$ cat config.mk
export PLATFORM = sky130hd
export DESIGN_NAME = dual_timer
export DESIGN_NICKNAME = d
export VERILOG_FILES = /design/src/tmr_pkg.sv /design/src/dual_timer.sv /design/src/tmr_tick_sel.sv /design/src/tmr_wave_out.sv
export SDC_FILE = /design/constraint.sdc
export NUM_CORES = 1
export LEC_CHECK = 0
export ABC_AREA = 1
export BUFFER_PORTS_ARGS = -buffer_cell sky130_fd_sc_hd__clkbuf_2
export CELL_PAD_IN_SITES_DETAIL_PLACEMENT = 1
export CELL_PAD_IN_SITES_GLOBAL_PLACEMENT = 1
export CORE_MARGIN = 8
export CORE_UTILIZATION = 49
export DETAILED_ROUTE_END_ITERATION = 10
export GPL_ROUTABILITY_DRIVEN = 0
export GPL_TIMING_DRIVEN = 1
export HOLD_SLACK_MARGIN = 0.12
export PLACE_DENSITY_LB_ADDON = 0.1
export SKIP_CTS_REPAIR_TIMING = 1
export SYNTH_ARGS = -nofsm -noshare
export SYNTH_HDL_FRONTEND = slang
export SYNTH_SLANG_ARGS = --single-unit
$ cat constraint.sdc
create_clock -name ref_clk -period 4.45 [get_ports ref_clk]
set_clock_uncertainty 0.2 [all_clocks]
set_input_delay 0.6675 -clock ref_clk [delete_from_list [all_inputs] [get_ports ref_clk]]
set_output_delay 0.6675 -clock ref_clk [all_outputs]
set_load 0.01 [all_outputs]
$ cat src/tmr_pkg.sv
// Package: register map, field layout and constants for the dual 8-bit timer
package tmr_pkg;

  // ----------------------------------------------------------------
  // Register map (word index on the plain register port)
  // ----------------------------------------------------------------
  localparam logic [3:0] ADDR_CMP_A   = 4'h0;  // Compare value A
  localparam logic [3:0] ADDR_CMP_B   = 4'h1;  // Compare value B
  localparam logic [3:0] ADDR_CNT_A   = 4'h2;  // Counter A (read only)
  localparam logic [3:0] ADDR_CNT_B   = 4'h3;  // Counter B (read only)
  localparam logic [3:0] ADDR_CLK_A   = 4'h4;  // Count clock select A
  localparam logic [3:0] ADDR_CLK_B   = 4'h5;  // Count clock select B
  localparam logic [3:0] ADDR_MODE_A  = 4'h6;  // Mode control A
  localparam logic [3:0] ADDR_MODE_B  = 4'h7;  // Mode control B
  localparam logic [3:0] ADDR_IRQ_ST  = 4'h8;  // Interrupt status (read only)
  localparam logic [3:0] ADDR_IRQ_EN  = 4'h9;  // Interrupt enable
  localparam logic [3:0] ADDR_IRQ_CLR = 4'ha;  // Interrupt clear (write only)

  // ----------------------------------------------------------------
  // Reset values
  // ----------------------------------------------------------------
  localparam logic [7:0] CMP_RESET  = 8'h00;   // Compare registers
  localparam logic [7:0] BYTE_ZERO  = 8'h00;   // Generic zero byte

  // ----------------------------------------------------------------
  // Mode control field positions
  // ----------------------------------------------------------------
  localparam int MODE_RUN    = 7;  // Run enable, clear forces counter zero
  localparam int MODE_PWM    = 6;  // 1 = PWM, 0 = clear on match
  localparam int MODE_CASC   = 5;  // Cascade (B register only)
  localparam int MODE_SET    = 3;  // Output set strobe
  localparam int MODE_RST    = 2;  // Output reset strobe
  localparam int MODE_INV    = 1;  // Toggle enable / PWM active low
  localparam int MODE_OE     = 0;  // Output enable

  // ----------------------------------------------------------------
  // Count clock select codes
  // ----------------------------------------------------------------
  localparam logic [2:0] CS_EXT_FALL = 3'h0;   // Event input falling
  localparam logic [2:0] CS_EXT_RISE = 3'h1;   // Event input rising
  localparam logic [2:0] CS_DIV1     = 3'h2;   // Main clock

  // Divider exponents for codes 3..7
  localparam int A_SHIFT3 = 1;
  localparam int A_SHIFT4 = 3;
  localparam int A_SHIFT5 = 5;
  localparam int A_SHIFT6 = 7;
  localparam int A_SHIFT7 = 12;
  localparam int B_SHIFT3 = 1;
  localparam int B_SHIFT4 = 3;
  localparam int B_SHIFT5 = 5;
  localparam int B_SHIFT6 = 8;
  localparam int B_SHIFT7 = 9;

  localparam int PRESCALE_W = 12;  // Free prescaler width
  localparam int NUM_CNT    = 2;   // Two counters

endpackage : tmr_pkg

$ cat src/dual_timer.sv
// Module: two 8-bit timer/event counters with cascade, PWM and interrupts
`timescale 1ns/1ps
`default_nettype none
// Summary of operation
// - Counter A clock: main, /2,/8,/32,/128,/4096
// - Counter B clock: main, /2,/8,/32,/256,/512
// - Interval mode interrupts once per interval
// - Event mode counts valid input edges
// - Square wave toggles output each interval
// - Each counter can drive 8-bit PWM
// - Cascade makes one 16-bit timer/counter
// - Cascade square wave, 16-bit half period
// - Compare equality raises own match interrupt
// - Compare registers hold any byte value
// - Reset clears both compare registers
// - Two counters, compares and outputs
// - Non-PWM match clears counter and restarts
// - Run control cleared stops, forces zero
module dual_timer (
  input  wire logic        ref_clk,
  input  wire logic        rstn,
  input  wire logic [3:0]  regAddr,
  input  wire logic [7:0]  regWdata,
  input  wire logic        regWr,
  input  wire logic        regRd,
  output logic      [7:0]  regRdata,
  input  wire logic        event_in_a,
  input  wire logic        event_in_b,
  output logic             wave_out_a,
  output logic             wave_out_b,
  output logic             match_irq_a,
  output logic             match_irq_b,
  output logic             irq
);

  // ----------------------------------------------------------------
  // Register file state
  // ----------------------------------------------------------------
  logic [7:0] compare_value_r [tmr_pkg::NUM_CNT];   // Compare values
  logic [7:0] compare_value_nxt [tmr_pkg::NUM_CNT];
  logic [2:0] count_clock_select_r [tmr_pkg::NUM_CNT]; // Clock selects
  logic [2:0] count_clock_select_nxt [tmr_pkg::NUM_CNT];
  logic [7:0] mode_control_r [tmr_pkg::NUM_CNT];    // Mode controls
  logic [7:0] mode_control_nxt [tmr_pkg::NUM_CNT];
  logic [1:0] irqStat_r, irqStat_nxt;               // Sticky status
  logic [1:0] irqEn_r, irqEn_nxt;                   // Enable mask
  logic [7:0] rdata_r, rdata_nxt;                   // Read data

  // ----------------------------------------------------------------
  // Counting state
  // ----------------------------------------------------------------
  logic [7:0] counter_r [tmr_pkg::NUM_CNT];         // Counters A and B
  logic [7:0] counter_nxt [tmr_pkg::NUM_CNT];
  logic [1:0] match_r, match_nxt;                   // Match pulses
  logic [tmr_pkg::PRESCALE_W-1:0] prescale_r, prescale_nxt; // Free divider
  logic [1:0] tick;                                 // Selected count ticks
  logic [1:0] wave;                                 // Output stage levels
  logic [1:0] setStb, rstStb;                       // Output set/reset strobes
  logic       cascade;                              // Cascade enabled
  logic [1:0] run, pwm;                             // Mode bits per counter

  // Write decode helper
  function automatic logic wr_hit(input logic w, input logic [3:0] a, input logic [3:0] t);
    wr_hit = w && (a == t);
  endfunction : wr_hit

  assign cascade = mode_control_r[1][tmr_pkg::MODE_CASC];

  // ----------------------------------------------------------------
  // Clock selection and output stages per counter
  // ----------------------------------------------------------------
  tmr_tick_sel #(
    .S3 (tmr_pkg::A_SHIFT3),
    .S4 (tmr_pkg::A_SHIFT4),
    .S5 (tmr_pkg::A_SHIFT5),
    .S6 (tmr_pkg::A_SHIFT6),
    .S7 (tmr_pkg::A_SHIFT7)
  ) u_tick_a (
    .ref_clk  (ref_clk),
    .rstn     (rstn),
    .prescale (prescale_r),
    .clkSel   (count_clock_select_r[0]),
    .eventIn  (event_in_a),
    .tick     (tick[0])
  );

  tmr_tick_sel #(
    .S3 (tmr_pkg::B_SHIFT3),
    .S4 (tmr_pkg::B_SHIFT4),
    .S5 (tmr_pkg::B_SHIFT5),
    .S6 (tmr_pkg::B_SHIFT6),
    .S7 (tmr_pkg::B_SHIFT7)
  ) u_tick_b (
    .ref_clk  (ref_clk),
    .rstn     (rstn),
    .prescale (prescale_r),
    .clkSel   (count_clock_select_r[1]),
    .eventIn  (event_in_b),
    .tick     (tick[1])
  );

  genvar gi;
  generate
    for (gi = 0; gi < tmr_pkg::NUM_CNT; gi++)
    begin : g_out
      assign run[gi]    = mode_control_r[gi][tmr_pkg::MODE_RUN];
      assign pwm[gi]    = mode_control_r[gi][tmr_pkg::MODE_PWM] & ~cascade;
      assign setStb[gi] = wr_hit(regWr, regAddr, tmr_pkg::ADDR_MODE_A + 4'(gi)) & regWdata[tmr_pkg::MODE_SET];
      assign rstStb[gi] = wr_hit(regWr, regAddr, tmr_pkg::ADDR_MODE_A + 4'(gi)) & regWdata[tmr_pkg::MODE_RST];
      // Cascade drives the A output from the 16-bit match
      tmr_wave_out u_wave (
        .ref_clk   (ref_clk),
        .rstn      (rstn),
        .pwmMode   (pwm[gi]),
        .invEn     (mode_control_r[gi][tmr_pkg::MODE_INV]),
        .outEn     (mode_control_r[gi][tmr_pkg::MODE_OE]),
        .setStb    (setStb[gi]),
        .rstStb    (rstStb[gi]),
        .toggle    (match_r[gi]),
        .pwmActive (run[gi] && (counter_r[gi] < compare_value_r[gi])),
        .wave      (wave[gi])
      );
    end
  endgenerate

  // ----------------------------------------------------------------
  // Counter next state
  // ----------------------------------------------------------------
  always_comb
  begin
    logic eqA, eqB, eq16, advB;
    eqA  = (counter_r[0] == compare_value_r[0]);
    eqB  = (counter_r[1] == compare_value_r[1]);
    eq16 = eqA && eqB;
    advB = tick[0] && (counter_r[0] == 8'hff);
    prescale_nxt = prescale_r + 1'b1;
    counter_nxt  = counter_r;
    match_nxt    = 2'b00;
    if (cascade)
    begin
      // 16-bit pair: A low byte, B high byte
      if (!run[0])
      begin
        counter_nxt[0] = tmr_pkg::BYTE_ZERO;
        counter_nxt[1] = tmr_pkg::BYTE_ZERO;
      end
      else if (tick[0] && eq16)
      begin
        counter_nxt[0] = tmr_pkg::BYTE_ZERO;
        counter_nxt[1] = tmr_pkg::BYTE_ZERO;
        match_nxt[0]   = 1'b1;
      end
      else if (tick[0])
      begin
        counter_nxt[0] = counter_r[0] + 8'h01;
        if (advB)
          counter_nxt[1] = counter_r[1] + 8'h01;
      end
    end
    else
    begin
      for (int i = 0; i < tmr_pkg::NUM_CNT; i++)
      begin
        if (!run[i])
          counter_nxt[i] = tmr_pkg::BYTE_ZERO;
        else if (tick[i])
        begin
          if (counter_r[i] == compare_value_r[i])
          begin
            match_nxt[i] = 1'b1;
            // Clear and restart unless free-running PWM
            counter_nxt[i] = pwm[i] ? counter_r[i] + 8'h01 : tmr_pkg::BYTE_ZERO;
          end
          else
            counter_nxt[i] = counter_r[i] + 8'h01;
        end
      end
    end
  end

  // ----------------------------------------------------------------
  // Register file next state and read mux
  // ----------------------------------------------------------------
  always_comb
  begin
    compare_value_nxt      = compare_value_r;
    count_clock_select_nxt = count_clock_select_r;
    mode_control_nxt       = mode_control_r;
    irqEn_nxt              = irqEn_r;
    // Hardware set wins over software clear
    irqStat_nxt = irqStat_r;
    if (wr_hit(regWr, regAddr, tmr_pkg::ADDR_IRQ_CLR))
      irqStat_nxt = irqStat_r & ~regWdata[1:0];
    irqStat_nxt = irqStat_nxt | match_r;
    for (int i = 0; i < tmr_pkg::NUM_CNT; i++)
    begin
      if (wr_hit(regWr, regAddr, tmr_pkg::ADDR_CMP_A + 4'(i)))
        compare_value_nxt[i] = regWdata;
      if (wr_hit(regWr, regAddr, tmr_pkg::ADDR_CLK_A + 4'(i)))
        count_clock_select_nxt[i] = regWdata[2:0];
      if (wr_hit(regWr, regAddr, tmr_pkg::ADDR_MODE_A + 4'(i)))
      begin
        // Set/reset strobes are not stored
        mode_control_nxt[i] = regWdata;
        mode_control_nxt[i][tmr_pkg::MODE_SET] = 1'b0;
        mode_control_nxt[i][tmr_pkg::MODE_RST] = 1'b0;
        if (i == 0)
          mode_control_nxt[i][tmr_pkg::MODE_CASC] = 1'b0;
      end
    end
    if (wr_hit(regWr, regAddr, tmr_pkg::ADDR_IRQ_EN))
      irqEn_nxt = regWdata[1:0];
    // Read data for the following cycle
    rdata_nxt = tmr_pkg::BYTE_ZERO;
    if (regRd)
    begin
      case (regAddr)
        tmr_pkg::ADDR_CMP_A:  rdata_nxt = compare_value_r[0];
        tmr_pkg::ADDR_CMP_B:  rdata_nxt = compare_value_r[1];
        tmr_pkg::ADDR_CNT_A:  rdata_nxt = counter_r[0];
        tmr_pkg::ADDR_CNT_B:  rdata_nxt = counter_r[1];
        tmr_pkg::ADDR_CLK_A:  rdata_nxt = {5'h00, count_clock_select_r[0]};
        tmr_pkg::ADDR_CLK_B:  rdata_nxt = {5'h00, count_clock_select_r[1]};
        tmr_pkg::ADDR_MODE_A: rdata_nxt = mode_control_r[0];
        tmr_pkg::ADDR_MODE_B: rdata_nxt = mode_control_r[1];
        tmr_pkg::ADDR_IRQ_ST: rdata_nxt = {6'h00, irqStat_r};
        tmr_pkg::ADDR_IRQ_EN: rdata_nxt = {6'h00, irqEn_r};
        default:              rdata_nxt = tmr_pkg::BYTE_ZERO;
      endcase
    end
  end

  // ----------------------------------------------------------------
  // Register stage
  // ----------------------------------------------------------------
  always_ff @(posedge ref_clk or negedge rstn)
  begin
    if (!rstn)
    begin
      for (int i = 0; i < tmr_pkg::NUM_CNT; i++)
      begin
        compare_value_r[i]      <= tmr_pkg::CMP_RESET;
        count_clock_select_r[i] <= tmr_pkg::CS_EXT_FALL;
        mode_control_r[i]       <= tmr_pkg::BYTE_ZERO;
        counter_r[i]            <= tmr_pkg::BYTE_ZERO;
      end
      irqStat_r  <= 2'b00;
      irqEn_r    <= 2'b00;
      rdata_r    <= tmr_pkg::BYTE_ZERO;
      match_r    <= 2'b00;
      prescale_r <= '0;
    end
    else
    begin
      compare_value_r      <= compare_value_nxt;
      count_clock_select_r <= count_clock_select_nxt;
      mode_control_r       <= mode_control_nxt;
      counter_r            <= counter_nxt;
      irqStat_r            <= irqStat_nxt;
      irqEn_r              <= irqEn_nxt;
      rdata_r              <= rdata_nxt;
      match_r              <= match_nxt;
      prescale_r           <= prescale_nxt;
    end
  end

  // Interrupt level register
  logic irq_r, irq_nxt;
  assign irq_nxt = |(irqStat_nxt & irqEn_nxt);
  always_ff @(posedge ref_clk or negedge rstn)
  begin
    if (!rstn)
      irq_r <= 1'b0;
    else
      irq_r <= irq_nxt;
  end

  // Outputs straight from flip-flops
  assign regRdata    = rdata_r;
  assign match_irq_a = match_r[0];
  assign match_irq_b = match_r[1];
  assign irq         = irq_r;
  assign wave_out_a  = wave[0];
  assign wave_out_b  = wave[1];
endmodule : dual_timer
`default_nettype wire

$ cat src/tmr_tick_sel.sv
// Module: count clock selector producing one-cycle count ticks
`timescale 1ns/1ps
`default_nettype none
module tmr_tick_sel #(
  parameter int S3 = 1,
  parameter int S4 = 3,
  parameter int S5 = 5,
  parameter int S6 = 7,
  parameter int S7 = 12
) (
  input  wire logic                            ref_clk,
  input  wire logic                            rstn,
  input  wire logic [tmr_pkg::PRESCALE_W-1:0]  prescale,
  input  wire logic [2:0]                      clkSel,
  input  wire logic                            eventIn,
  output logic                                 tick
);

  // ----------------------------------------------------------------
  // Pin synchroniser and edge history
  // ----------------------------------------------------------------
  logic syncA_r, syncB_r, prev_r;      // Two stages and last value
  logic syncA_nxt, syncB_nxt, prev_nxt;

  // Prescaler bit that falls from 1 to 0 once per period
  function automatic logic div_edge(input logic [tmr_pkg::PRESCALE_W-1:0] p, input int s);
    logic [tmr_pkg::PRESCALE_W-1:0] mask;  // Low s bits set, fixed-range select
    mask     = '1;
    mask     = mask >> (tmr_pkg::PRESCALE_W - s);
    div_edge = ((p & mask) == '0);
  endfunction : div_edge

  // Next values and tick decode
  always_comb
  begin
    syncA_nxt = eventIn;
    syncB_nxt = syncA_r;
    prev_nxt  = syncB_r;
    case (clkSel)
      tmr_pkg::CS_EXT_FALL: tick = prev_r & ~syncB_r;
      tmr_pkg::CS_EXT_RISE: tick = ~prev_r & syncB_r;
      tmr_pkg::CS_DIV1:     tick = 1'b1;
      3'h3:                 tick = div_edge(prescale, S3);
      3'h4:                 tick = div_edge(prescale, S4);
      3'h5:                 tick = div_edge(prescale, S5);
      3'h6:                 tick = div_edge(prescale, S6);
      default:              tick = div_edge(prescale, S7);
    endcase
  end

  // Register stage
  always_ff @(posedge ref_clk or negedge rstn)
  begin
    if (!rstn)
    begin
      syncA_r <= 1'b0;
      syncB_r <= 1'b0;
      prev_r  <= 1'b0;
    end
    else
    begin
      syncA_r <= syncA_nxt;
      syncB_r <= syncB_nxt;
      prev_r  <= prev_nxt;
    end
  end

endmodule : tmr_tick_sel
`default_nettype wire

$ cat src/tmr_wave_out.sv
// Module: output flip-flop for toggle, set/reset and PWM waveforms
`timescale 1ns/1ps
`default_nettype none
module tmr_wave_out (
  input  wire logic ref_clk,
  input  wire logic rstn,
  input  wire logic pwmMode,
  input  wire logic invEn,
  input  wire logic outEn,
  input  wire logic setStb,
  input  wire logic rstStb,
  input  wire logic toggle,
  input  wire logic pwmActive,
  output logic      wave
);

  logic ff_r, ff_nxt;       // Square-wave flip-flop
  logic wave_r, wave_nxt;   // Registered pin level

  // Next state of output flip-flop and pin
  always_comb
  begin
    ff_nxt = ff_r;
    if (setStb)
      ff_nxt = 1'b1;
    else if (rstStb)
      ff_nxt = 1'b0;
    else if (toggle && invEn)
      ff_nxt = ~ff_r;
    if (!outEn)
      wave_nxt = 1'b0;
    else if (pwmMode)
      wave_nxt = pwmActive ^ invEn;
    else
      wave_nxt = ff_r;
  end

  // Register stage
  always_ff @(posedge ref_clk or negedge rstn)
  begin
    if (!rstn)
    begin
      ff_r   <= 1'b0;
      wave_r <= 1'b0;
    end
    else
    begin
      ff_r   <= ff_nxt;
      wave_r <= wave_nxt;
    end
  end

  assign wave = wave_r;

endmodule : tmr_wave_out
`default_nettype wire

* Yosys cells after proc, flatten, opt, wreduce, memory -nomap -nowiden *
Cells that the tools add are included.

storage, ports and cells
  register bits after elaboration = 86
  bits in latches = 0
  RAM bits = 0
  ROM bits = 0
  bits of input ports = 18
  output and inout port bits = 13
  logic and storage cells = 151
  memories = 0

cells by class
  $add $sub $neg = 3
  multiply operators = 0
  div/mod/pow operators = 0
  magnitude comparators = 2
  equal/unequal tests = 30
  shifts and indexed selects = 0
  mux-type cells = 39
  bitwise operators = 23
  reduce and logical (&&, ||, !) cells = 30

operators by type and width
  kind                   count
  $logic_not 12->1       7
  $mux 8                 10
  $pmux 8 s10            1
  $mux 16                4
  $mux 1                 20
  $eq 3x3->1 const B     6
  $add 8x1->8 const B    2
  $eq 4x3->1 const B     4
  $eq 8x8->1             2
  $lt 8x8->1             2
  $logic_and 1x1->1      15
  $pmux 1 s7             2
  $add 12x1->12 const B  1
  $eq 3x2->1 const B     4
  $eq 4x4->1 const B     3
  $and 1x1->1            10
  $eq 4x2->1 const B     2
  $eq 8x8->1 const B     1
  $ne 4x2->1 const B     2
  $not 1->1              7
  $eq 3x1->1 const B     2
  $logic_not 3->1        2
  $ne 3x2->1 const B     2
  $reduce_bool 3->1      2
  11 further kinds       14

* Longest topological paths before layout *
Gate-level depths: netlist of the first run.

  word-level depth = 9
  gate-level depth with buffers = 15
  gate-level depth less buffers = 14

* Modules after synthesis *
Synthesis of the first run repeated with hierarchy kept, for this count alone.

second synthesis, totals
  cells, all modules = 625
  area, all modules = 4932.2 µm²

by module, submodules not included
  module                    times used  cells each  area each (µm²)  sequential area each (µm²)
  dual_timer                1           512         4235.3           1901.8
  tmr_tick_sel at u_tick_a  1           42          242.7            75.1
  tmr_wave_out              2           17          116.4            50.0
  tmr_tick_sel at u_tick_b  1           37          221.5            75.1

* Least setup slack after synthesis of the first run *
OpenSTA, ideal clock, no wires.

  path kind = reg2reg
  start point = register counter_r[7] (netlist name)
  end point = register counter_r[3] (netlist name)
  library setup time = 0.127 ns
  arrival time = 1.625 ns
  required time = 4.123 ns
  path slack = 2.498 ns
  cell stages (with the launch flop) = 12
  buffers on the path = 1
  clock period less this slack = 1.952 ns
  cell sequence = dfrtp_1 > ha_1 > nand2_1 > nor2_1 > nand4_1 > nor2_1 > o21ai_2 > nand2_1 > nand2_2 > buf_6 > nand2_1 > o21ai_0

on the way
  longest elaborated chain between the ends = 6
  elaborated cells on any way between the ends = 12
  classes of those cells = eq/ne (3); mux (6); reduce/logical (3)

ends and longest elaborated chain
  element                           RTL line                              RTL
  start: declaration                dual_timer.sv:52                      logic [7:0] counter_r [tmr_pkg::NUM_CNT];
  start signal: indexed assignment  dual_timer.sv:245                     counter_r[i] <= tmr_pkg::BYTE_ZERO;
  start signal: assignment          dual_timer.sv:258                     counter_r <= counter_nxt;
  $eq 8x8->1 *                      dual_timer.sv:133, dual_timer.sv:168
  $logic_and 1x1->1                 dual_timer.sv:134                     eq16 = eqA && eqB;
  $logic_and 1x1->1                 dual_timer.sv:147                     else if (tick[0] && eq16)
  $mux 16                           dual_timer.sv:147
  $mux 16                           dual_timer.sv:142                     if (!run[0])
  $mux 16                           dual_timer.sv:139                     if (cascade)

Mark *: on every way between the ends. The rest lies on a longest branch, timed or not. The select of a mux whose other input is x is not followed.
A chain may end at the register's enable or synchronous reset.

* Worst setup path in the final report of the first run *
  start point = register counter_r[7] (netlist name)
  end point = register counter_r[15] (netlist name)

on the way
  longest elaborated chain between the ends = 6
  elaborated cells on any way between the ends = 8
  classes of those cells = eq/ne (2); mux (3); reduce/logical (3)

ends and longest elaborated chain
  element              RTL line           RTL
  $eq 8x8->1 *         dual_timer.sv:133  eqB = (counter_r[1] == compare_value_r[1]);
  $logic_and 1x1->1 *  dual_timer.sv:134
  $logic_and 1x1->1 *  dual_timer.sv:147
  $mux 16              dual_timer.sv:147
  $mux 16              dual_timer.sv:142
  $mux 16              dual_timer.sv:139

Mark *: on every way between the ends. The rest lies on a longest branch, timed or not.

==> results of run 1 <==
## state kept, by name (all words and copies together) (netlist names), 6 cells and up
register,count
regRdata,8
mode_control_r,10
prescale_r,12
counter_r,16
count_clock_select_r,6
compare_value_r,16
## Yosys cell counts (2+ instances only)
cell type  count
dfrtp_1       86
nand2_1      141
buf_2          2
buf_6          2
nor2_1        54
a22o_1         2
o21bai_1       2
nand4_1        6
nand3_2        4
nor2_2         5
o211ai_1       5
o21ai_1        2
xor2_1        16
o211a_1        2
o22ai_1       17
nor4_1         2
inv_1         86
o21ai_0       50
nor3_1         7
nand3_1       18
a221oi_1       2
ha_1          20
nand2_2        2
a21oi_1       13
o21ai_2        3
nor3_2         2
clkbuf_1       4
## kinds of logic after synthesis
group	count (synthesis)	synth area share
AOI/OAI and AO/OA	102	0.130
and+or+nand+nor	244	0.232
buffers and inverters	96	0.0830
adders and majority gates	20	0.0546
xor gates and xnor gates	16	0.0306
DFF	86	0.470
## layer usage
| layer | up-vias | share of wire | GRT usage |
|---|---|---|---|
| li1 | 1887 | - | - |
| met1 | 1909 | 0.46 | 0.277 |
| met2 | 106 | 0.47 | 0.348 |
| met3 | 26 | 0.044 | 0.0335 |
| met4 | 0 | 0.025 | 0.0926 |
| met5 | - | 0 | 0 |
## per-stage QoR
stage	hold WS, ns	std cells	total power, mW	util	worst slack (ns)
floorplan	0.131	564	1.29	-	2.50
global placement	0.133	698	1.43	0.528	2.13
detailed placement	0.139	698	1.47	0.528	2.12
CTS	0.160	714	2.03	0.550	2.15
global route	0.186	714	2.13	0.550	1.93
finish	0.141	714	2.02	0.550	2.14
## power by group through the flow
stage	Clock [mW]	Sequential (mW)	Combinational, mW
detailed placement	0	1.01	0.460
floorplan	0	0.974	0.320
finish	0.558	1.00	0.460
CTS	0.570	0.996	0.463
global route	0.595	1.01	0.522
global placement	0	1.00	0.431
## final timing paths
check / startpoint / endpoint / slack [ns]
max: counter_r[7] / counter_r[15] / 2.14
min: rstn / prescale_r[7] / 0.14
max reg2reg: counter_r[7] / counter_r[15] / 2.14
min reg2reg: u_tick_a.syncA_r / u_tick_a.prev_nxt / 0.16
max in group asynchronous: rstn / regRdata[3] / 2.97
min in group ref_clk: u_tick_a.syncA_r / u_tick_a.prev_nxt / 0.16
## worst register-to-register path: cells and delay by family, from the launching register on
kind	cells	cell delay, ns
and+or+nand+nor	9	1.25
adders and majority gates	1	0.31
DFF	1	0.44
## layout make-up
cell class | instances | share of cell area
Multi-Input combinational cell | 382 | 0.408
Clock inverter | 6 | 0.0139
Sequential cell | 86 | 0.428
Inverter | 88 | 0.0661
Clock buffer | 10 | 0.0254
Tap cell | 111 | 0.0276
Timing Repair Buffer | 31 | 0.0318
==> impl_metrics.json, run 1 <==
{
  "slew_violations": 0,
  "status": "complete, no violations",
  "wl_per_cell_um": 18.1,
  "pwr-share-clk": 0.277,
  "p_switching_mw": 0.711,
  "critPathArrivalTime_ns": 2.35,
  "synth_top_area_cell": "dfrtp_1",
  "synth.avg_cell_area_um2": 8.13,
  "setup_viol": 0,
  "multiInputGateArea_mm2": 0.00205,
  "drive_gt1_frac": 0.111,
  "internal_power_mw": 1.31,
  "seq_area_mm2": 0.00215,
  "fill_cells": 1170,
  "slowest_stage": "dfrtp_1",
  "cp-start-kind": "flip-flop",
  "crit_cells": 10,
  "antenna_found_initial": 0,
  "vias_per_cell": 5.50,
  "finalSetupTns_ns": 0,
  "cts_sinks": 86,
  "path_common_cell": "nand2_1",
  "cap_viol_max_count": 0,
  "synth_area_leaders": "dfrtp_1 47%, nand2_1 12%, inv_1 7.0%, ha_1 5.5%, o21ai_0 5.5%",
  "yosys.area.top_type_share": 0.470,
  "period_share": 0.519,
  "first_pass_iters": 5,
  "htreeDepth": 3,
  "ant_nets": 0,
  "port_buffers": 30,
  "synth_edf_count": 0,
  "grt.overflow.total": 0,
  "synth-seq-cells": 86,
  "vdd.ir_drop.worst_mv": 0.241,
  "max_freq_mhz": 433,
  "grt_pass1_wl_mm": 21.4,
  "comb_power_share": 0.228,
  "cts.path.max_buffers": 2,
  "core-area_mm2": 0.00915,
  "final_common_cell": "nand2_1",
  "dpl.hpwl_mm": 10.3,
  "syn_inst": 564,
  "rsz0062_at_grt": "no",
  "rows": 35,
  "seqPwrFrac": 0.495,
  "reg2reg_depth": 10,
  "grt_usage": 0.214,
  "cts_tree": "yes",
  "hold_violations": 0,
  "final_cell_mix": "141 x nand2_1, 86 x inv_1, 86 x dfrtp_1",
  "final_cell_area_mm2": 0.00503,
  "nets": 636,
  "cts-root-buf": "clkbuf_8",
  "powerDensity_mw_per_mm2": 401,
  "drc": 0,
  "end_kind": "flip-flop",
  "crit_family": "simple AND/OR/NAND/NOR gates",
  "ys_types": 36,
  "die_h_um": 113,
  "sw_frac_of_total": 0.352,
  "dieArea_mm2": 0.0127,
  "clkLatencyLatePin_ns": 0.36,
  "vias": 3928,
  "cp.buffers_inverters": 0,
  "ys_seq_area_frac": 0.470,
  "critPathMaxFanout": 6,
  "clkTransAtPathRegs_ns": 0.09,
  "max_stage_delay_ns": 0.44,
  "diodes": 0,
  "path_cells": "ha_1, nand2_1, nor2_1, nand4_1, nor2_1, nand2_1, nand2_1, nand2_1, nor2_4, nor2_1",
  "async_flop_share": 1.00,
  "numCtsBuffers": 9,
  "syn_to_final_growth_pct": 9.80,
  "critPathRequiredTime_ns": 4.49,
  "die_w_um": 113,
  "ioPinCount": 31,
  "p_leak_nw": 2.53,
  "first_iter_violations": 174,
  "syn_area_mm2": 0.00458,
  "first_global_vias": 4192,
  "place_area_mm2": 0.00483,
  "drt_wl_total_mm": 13.0,
  "tightest_slew_ns": 0.722,
  "layout_min_cycle_time_ns": 2.31,
  "start_util": 0.501,
  "syn_nets": 602,
  "criticalPathCategory": "flip-flop to flip-flop",
  "ys.flop_type": "dfrtp_1",
  "max_slew_margin": 0.518,
  "grt_max_degree": 56,
  "synth_warnings": 0,
  "hold_class": "input pin to async pin"
}
Power figures use the tool's default switching activity.
==> run 2: changes to the inputs <==
--- a/config.mk
+++ b/config.mk
@@ -5,12 +5,12 @@
 export SDC_FILE = /design/constraint.sdc
 export NUM_CORES = 1
 export LEC_CHECK = 0
-export ABC_AREA = 1
+export ABC_AREA = 0
 export BUFFER_PORTS_ARGS = -buffer_cell sky130_fd_sc_hd__clkbuf_2
 export CELL_PAD_IN_SITES_DETAIL_PLACEMENT = 1
 export CELL_PAD_IN_SITES_GLOBAL_PLACEMENT = 1
 export CORE_MARGIN = 8
-export CORE_UTILIZATION = 49
+export CORE_UTILIZATION = 43
 export DETAILED_ROUTE_END_ITERATION = 10
 export GPL_ROUTABILITY_DRIVEN = 0
 export GPL_TIMING_DRIVEN = 1
==> constraint.sdc (replaced) <==
create_clock -name ref_clk -period 2.1 [get_ports ref_clk]
set_clock_uncertainty 0.2 [all_clocks]
set_input_delay 0.315 -clock ref_clk [delete_from_list [all_inputs] [get_ports ref_clk]]
set_output_delay 0.315 -clock ref_clk [all_outputs]
set_load 0.01 [all_outputs]
==> run 2 against run 1 <==
Against the previous run: the run now ends with negative setup slack left; worst hold slack improved by 0.0083 ns; register-to-register slack got worse by 2.5 ns; global-route usage decreased by 0.55 points; synthesized cell count decreased by 21%; clock power increased by 130%; die area increased by 12%; sequential share of layout area decreased by 7.3 points; cell count increased by 0.28%; non-clock buffer count increased by 101; critical path depth decreased by 3; largest power group unchanged.
==> impl_metrics.json, run 2 <==
{
  "critPathArrivalTime_ns": 2.60,
  "synth_edf_count": 0,
  "vias_per_cell": 5.70,
  "end_kind": "flip-flop",
  "hold_violations": 0,
  "wl_per_cell_um": 20.8,
  "path_cells": "or4_4, o41a_1, o22ai_4, o22ai_4, or3_4, buf_4, o21ai_2",
  "cap_viol_max_count": 0,
  "grt_max_degree": 38,
  "rows": 37,
  "rrSetupSlack_ns": -0.41,
  "ant_nets": 0,
  "grt.overflow.total": 0,
  "first_pass_iters": 4,
  "cp-start-kind": "flip-flop",
  "tightest_slew_ns": 0.558,
  "die_h_um": 119,
  "slowest_stage": "or4_4",
  "cts-root-buf": "clkbuf_8",
  "drc": 0,
  "status": "finished with violations",
  "diodes": 0,
  "ys_seq_area_frac": 0.470,
  "clkLatencyLatePin_ns": 0.36,
  "final_cell_mix": "90 x buf_4, 86 x dfrtp_1, 40 x o21ai_0",
  "synth_warnings": 0,
  "htreeDepth": 3,
  "grt_usage": 0.208,
  "vias": 4081,
  "dpl.hpwl_mm": 11.0,
  "clkTransAtPathRegs_ns": 0.09,
  "yosys.area.top_type_share": 0.470,
  "syn_area_mm2": 0.00458,
  "ys.flop_type": "dfrtp_1",
  "port_buffers": 30,
  "path_common_cell": "o22ai_4",
  "numCtsBuffers": 9,
  "hold_class": "input pin to flip-flop",
  "top_regs": "compare_value_r x16, counter_r x16, prescale_r x12",
  "vdd.ir_drop.worst_mv": 0.365,
  "first_iter_violations": 182,
  "first_global_vias": 4268,
  "criticalPathCategory": "flip-flop to flip-flop",
  "layout_min_cycle_time_ns": 2.51,
  "max_stage_delay_ns": 0.54,
  "synth.most_common_cell": "dfrtp_1",
  "period_share": 1.19,
  "start_util": 0.443,
  "syn_inst": 445,
  "cts_tree": "yes",
  "synth_area_leaders": "dfrtp_1 47%, ha_1 5.5%, o21ai_0 5.5%, mux2_2 5.4%, nand2_1 3.0%",
  "drt_wl_total_mm": 14.9,
  "rsz0062_at_grt": "yes",
  "antenna_found_initial": 0,
  "nets": 613,
  "slew_violations": 0,
  "grt_pass1_wl_mm": 23.3,
  "ioPinCount": 31,
  "cp.buffers_inverters": 1,
  "cts_sinks": 86,
  "p_leak_nw": 2.82,
  "max_slew_margin": 0.628,
  "critPathRequiredTime_ns": 2.19,
  "dp_slack_ns": -0.471,
  "setup_viol": 18,
  "drive_gt1_frac": 0.353,
  "max_freq_mhz": 399,
  "synth_top_area_cell": "dfrtp_1",
  "violations": "negative setup slack",
  "die_w_um": 119,
  "crit_family": "simple AND/OR/NAND/NOR gates",
  "cts.path.max_buffers": 2,
  "critPathMaxFanout": 7,
  "dieArea_mm2": 0.0142,
  "syn_to_final_growth_pct": 32.4,
  "utilization": 0.587,
  "synth.avg_cell_area_um2": 10.3,
  "ys_types": 55,
  "synth-seq-cells": 86,
  "core-area_mm2": 0.0103,
  "async_flop_share": 1.00,
  "syn_nets": 483,
  "final_common_cell": "buf_4",
  "fill_cells": 1160,
  "synth_commonest_cells": "86 x dfrtp_1, 50 x o21ai_0, 36 x nand2_1",
  "final.setup.worst_slack_ns": -0.408,
  "powerDensity_mw_per_mm2": 848,
  "holdWs_ns": 0.149
}
## run 2: worst register-to-register path: stages (launching register included)
cell     delay (ns)
dfrtp_1        0.39
or4_4          0.55
o41a_1         0.38
o22ai_4        0.17
o22ai_4        0.09
or3_4          0.40
buf_4          0.16
o21ai_2        0.11
## run 2: cells by family after synthesis
kind of cell	count (synthesis)	share of synthesized area
fa+ha+maj	20	0.0547
simple gates	137	0.159
buf+inv	40	0.0344
flops	86	0.470
xor+xnor	12	0.0230
mux	34	0.0940
compound gates	116	0.165
## run 2: final cells by class
cell class              count  area, um2  share of cell area
inverters                  27        101              0.0167
well taps                 136        170              0.0281
repair buffers            132        963               0.159
clock buffers              11        151              0.0250
multi-input cells         319       2470               0.407
flip-flops and latches     86       2150               0.355
clock inverters             5       56.3             0.00929
## run 2: power breakdown
group / switching, mW / internal, mW
clock: 0.641 / 0.616
sequential: 0.204 / 1.89
combinational: 0.913 / 0.876
## run 2: per-stage QoR
step	TNS [ns]	total power, mW	cell area, um2	cells
6_report	-4.69	5.14	6060	716
5_1_grt	-6.41	5.41	6060	716
4_1_cts	-6.94	4.90	5690	695
3_5_place_dp	-6.09	3.64	5480	679
3_3_place_gp	-5.03	3.56	5480	679
2_1_floorplan	-2.83	2.89	4600	445
## run 2: layer usage
| metal | track usage | part of all wire | up-vias |
|---|---|---|---|
| met1 | 0.273 | 0.46 | 2112 |
| li1 | - | - | 1873 |
| met4 | 0.0838 | 0.028 | 0 |
| met2 | 0.338 | 0.47 | 71 |
| met3 | 0.0326 | 0.035 | 25 |
| met5 | 0 | 0 | - |
## run 2: final timing paths
kind	start	endpoint	cells past startpoint
worst max-delay path	prescale_r[5]	counter_r[0]	7
worst min-delay path	regWdata[1]	compare_value_r[1]	3
worst max register to register	prescale_r[5]	counter_r[0]	7
worst min register to register	u_tick_b.syncA_r	u_tick_b.prev_nxt	0
max in group asynchronous	rstn	compare_value_r[11]	3
min in group asynchronous	rstn	compare_value_r[8]	2
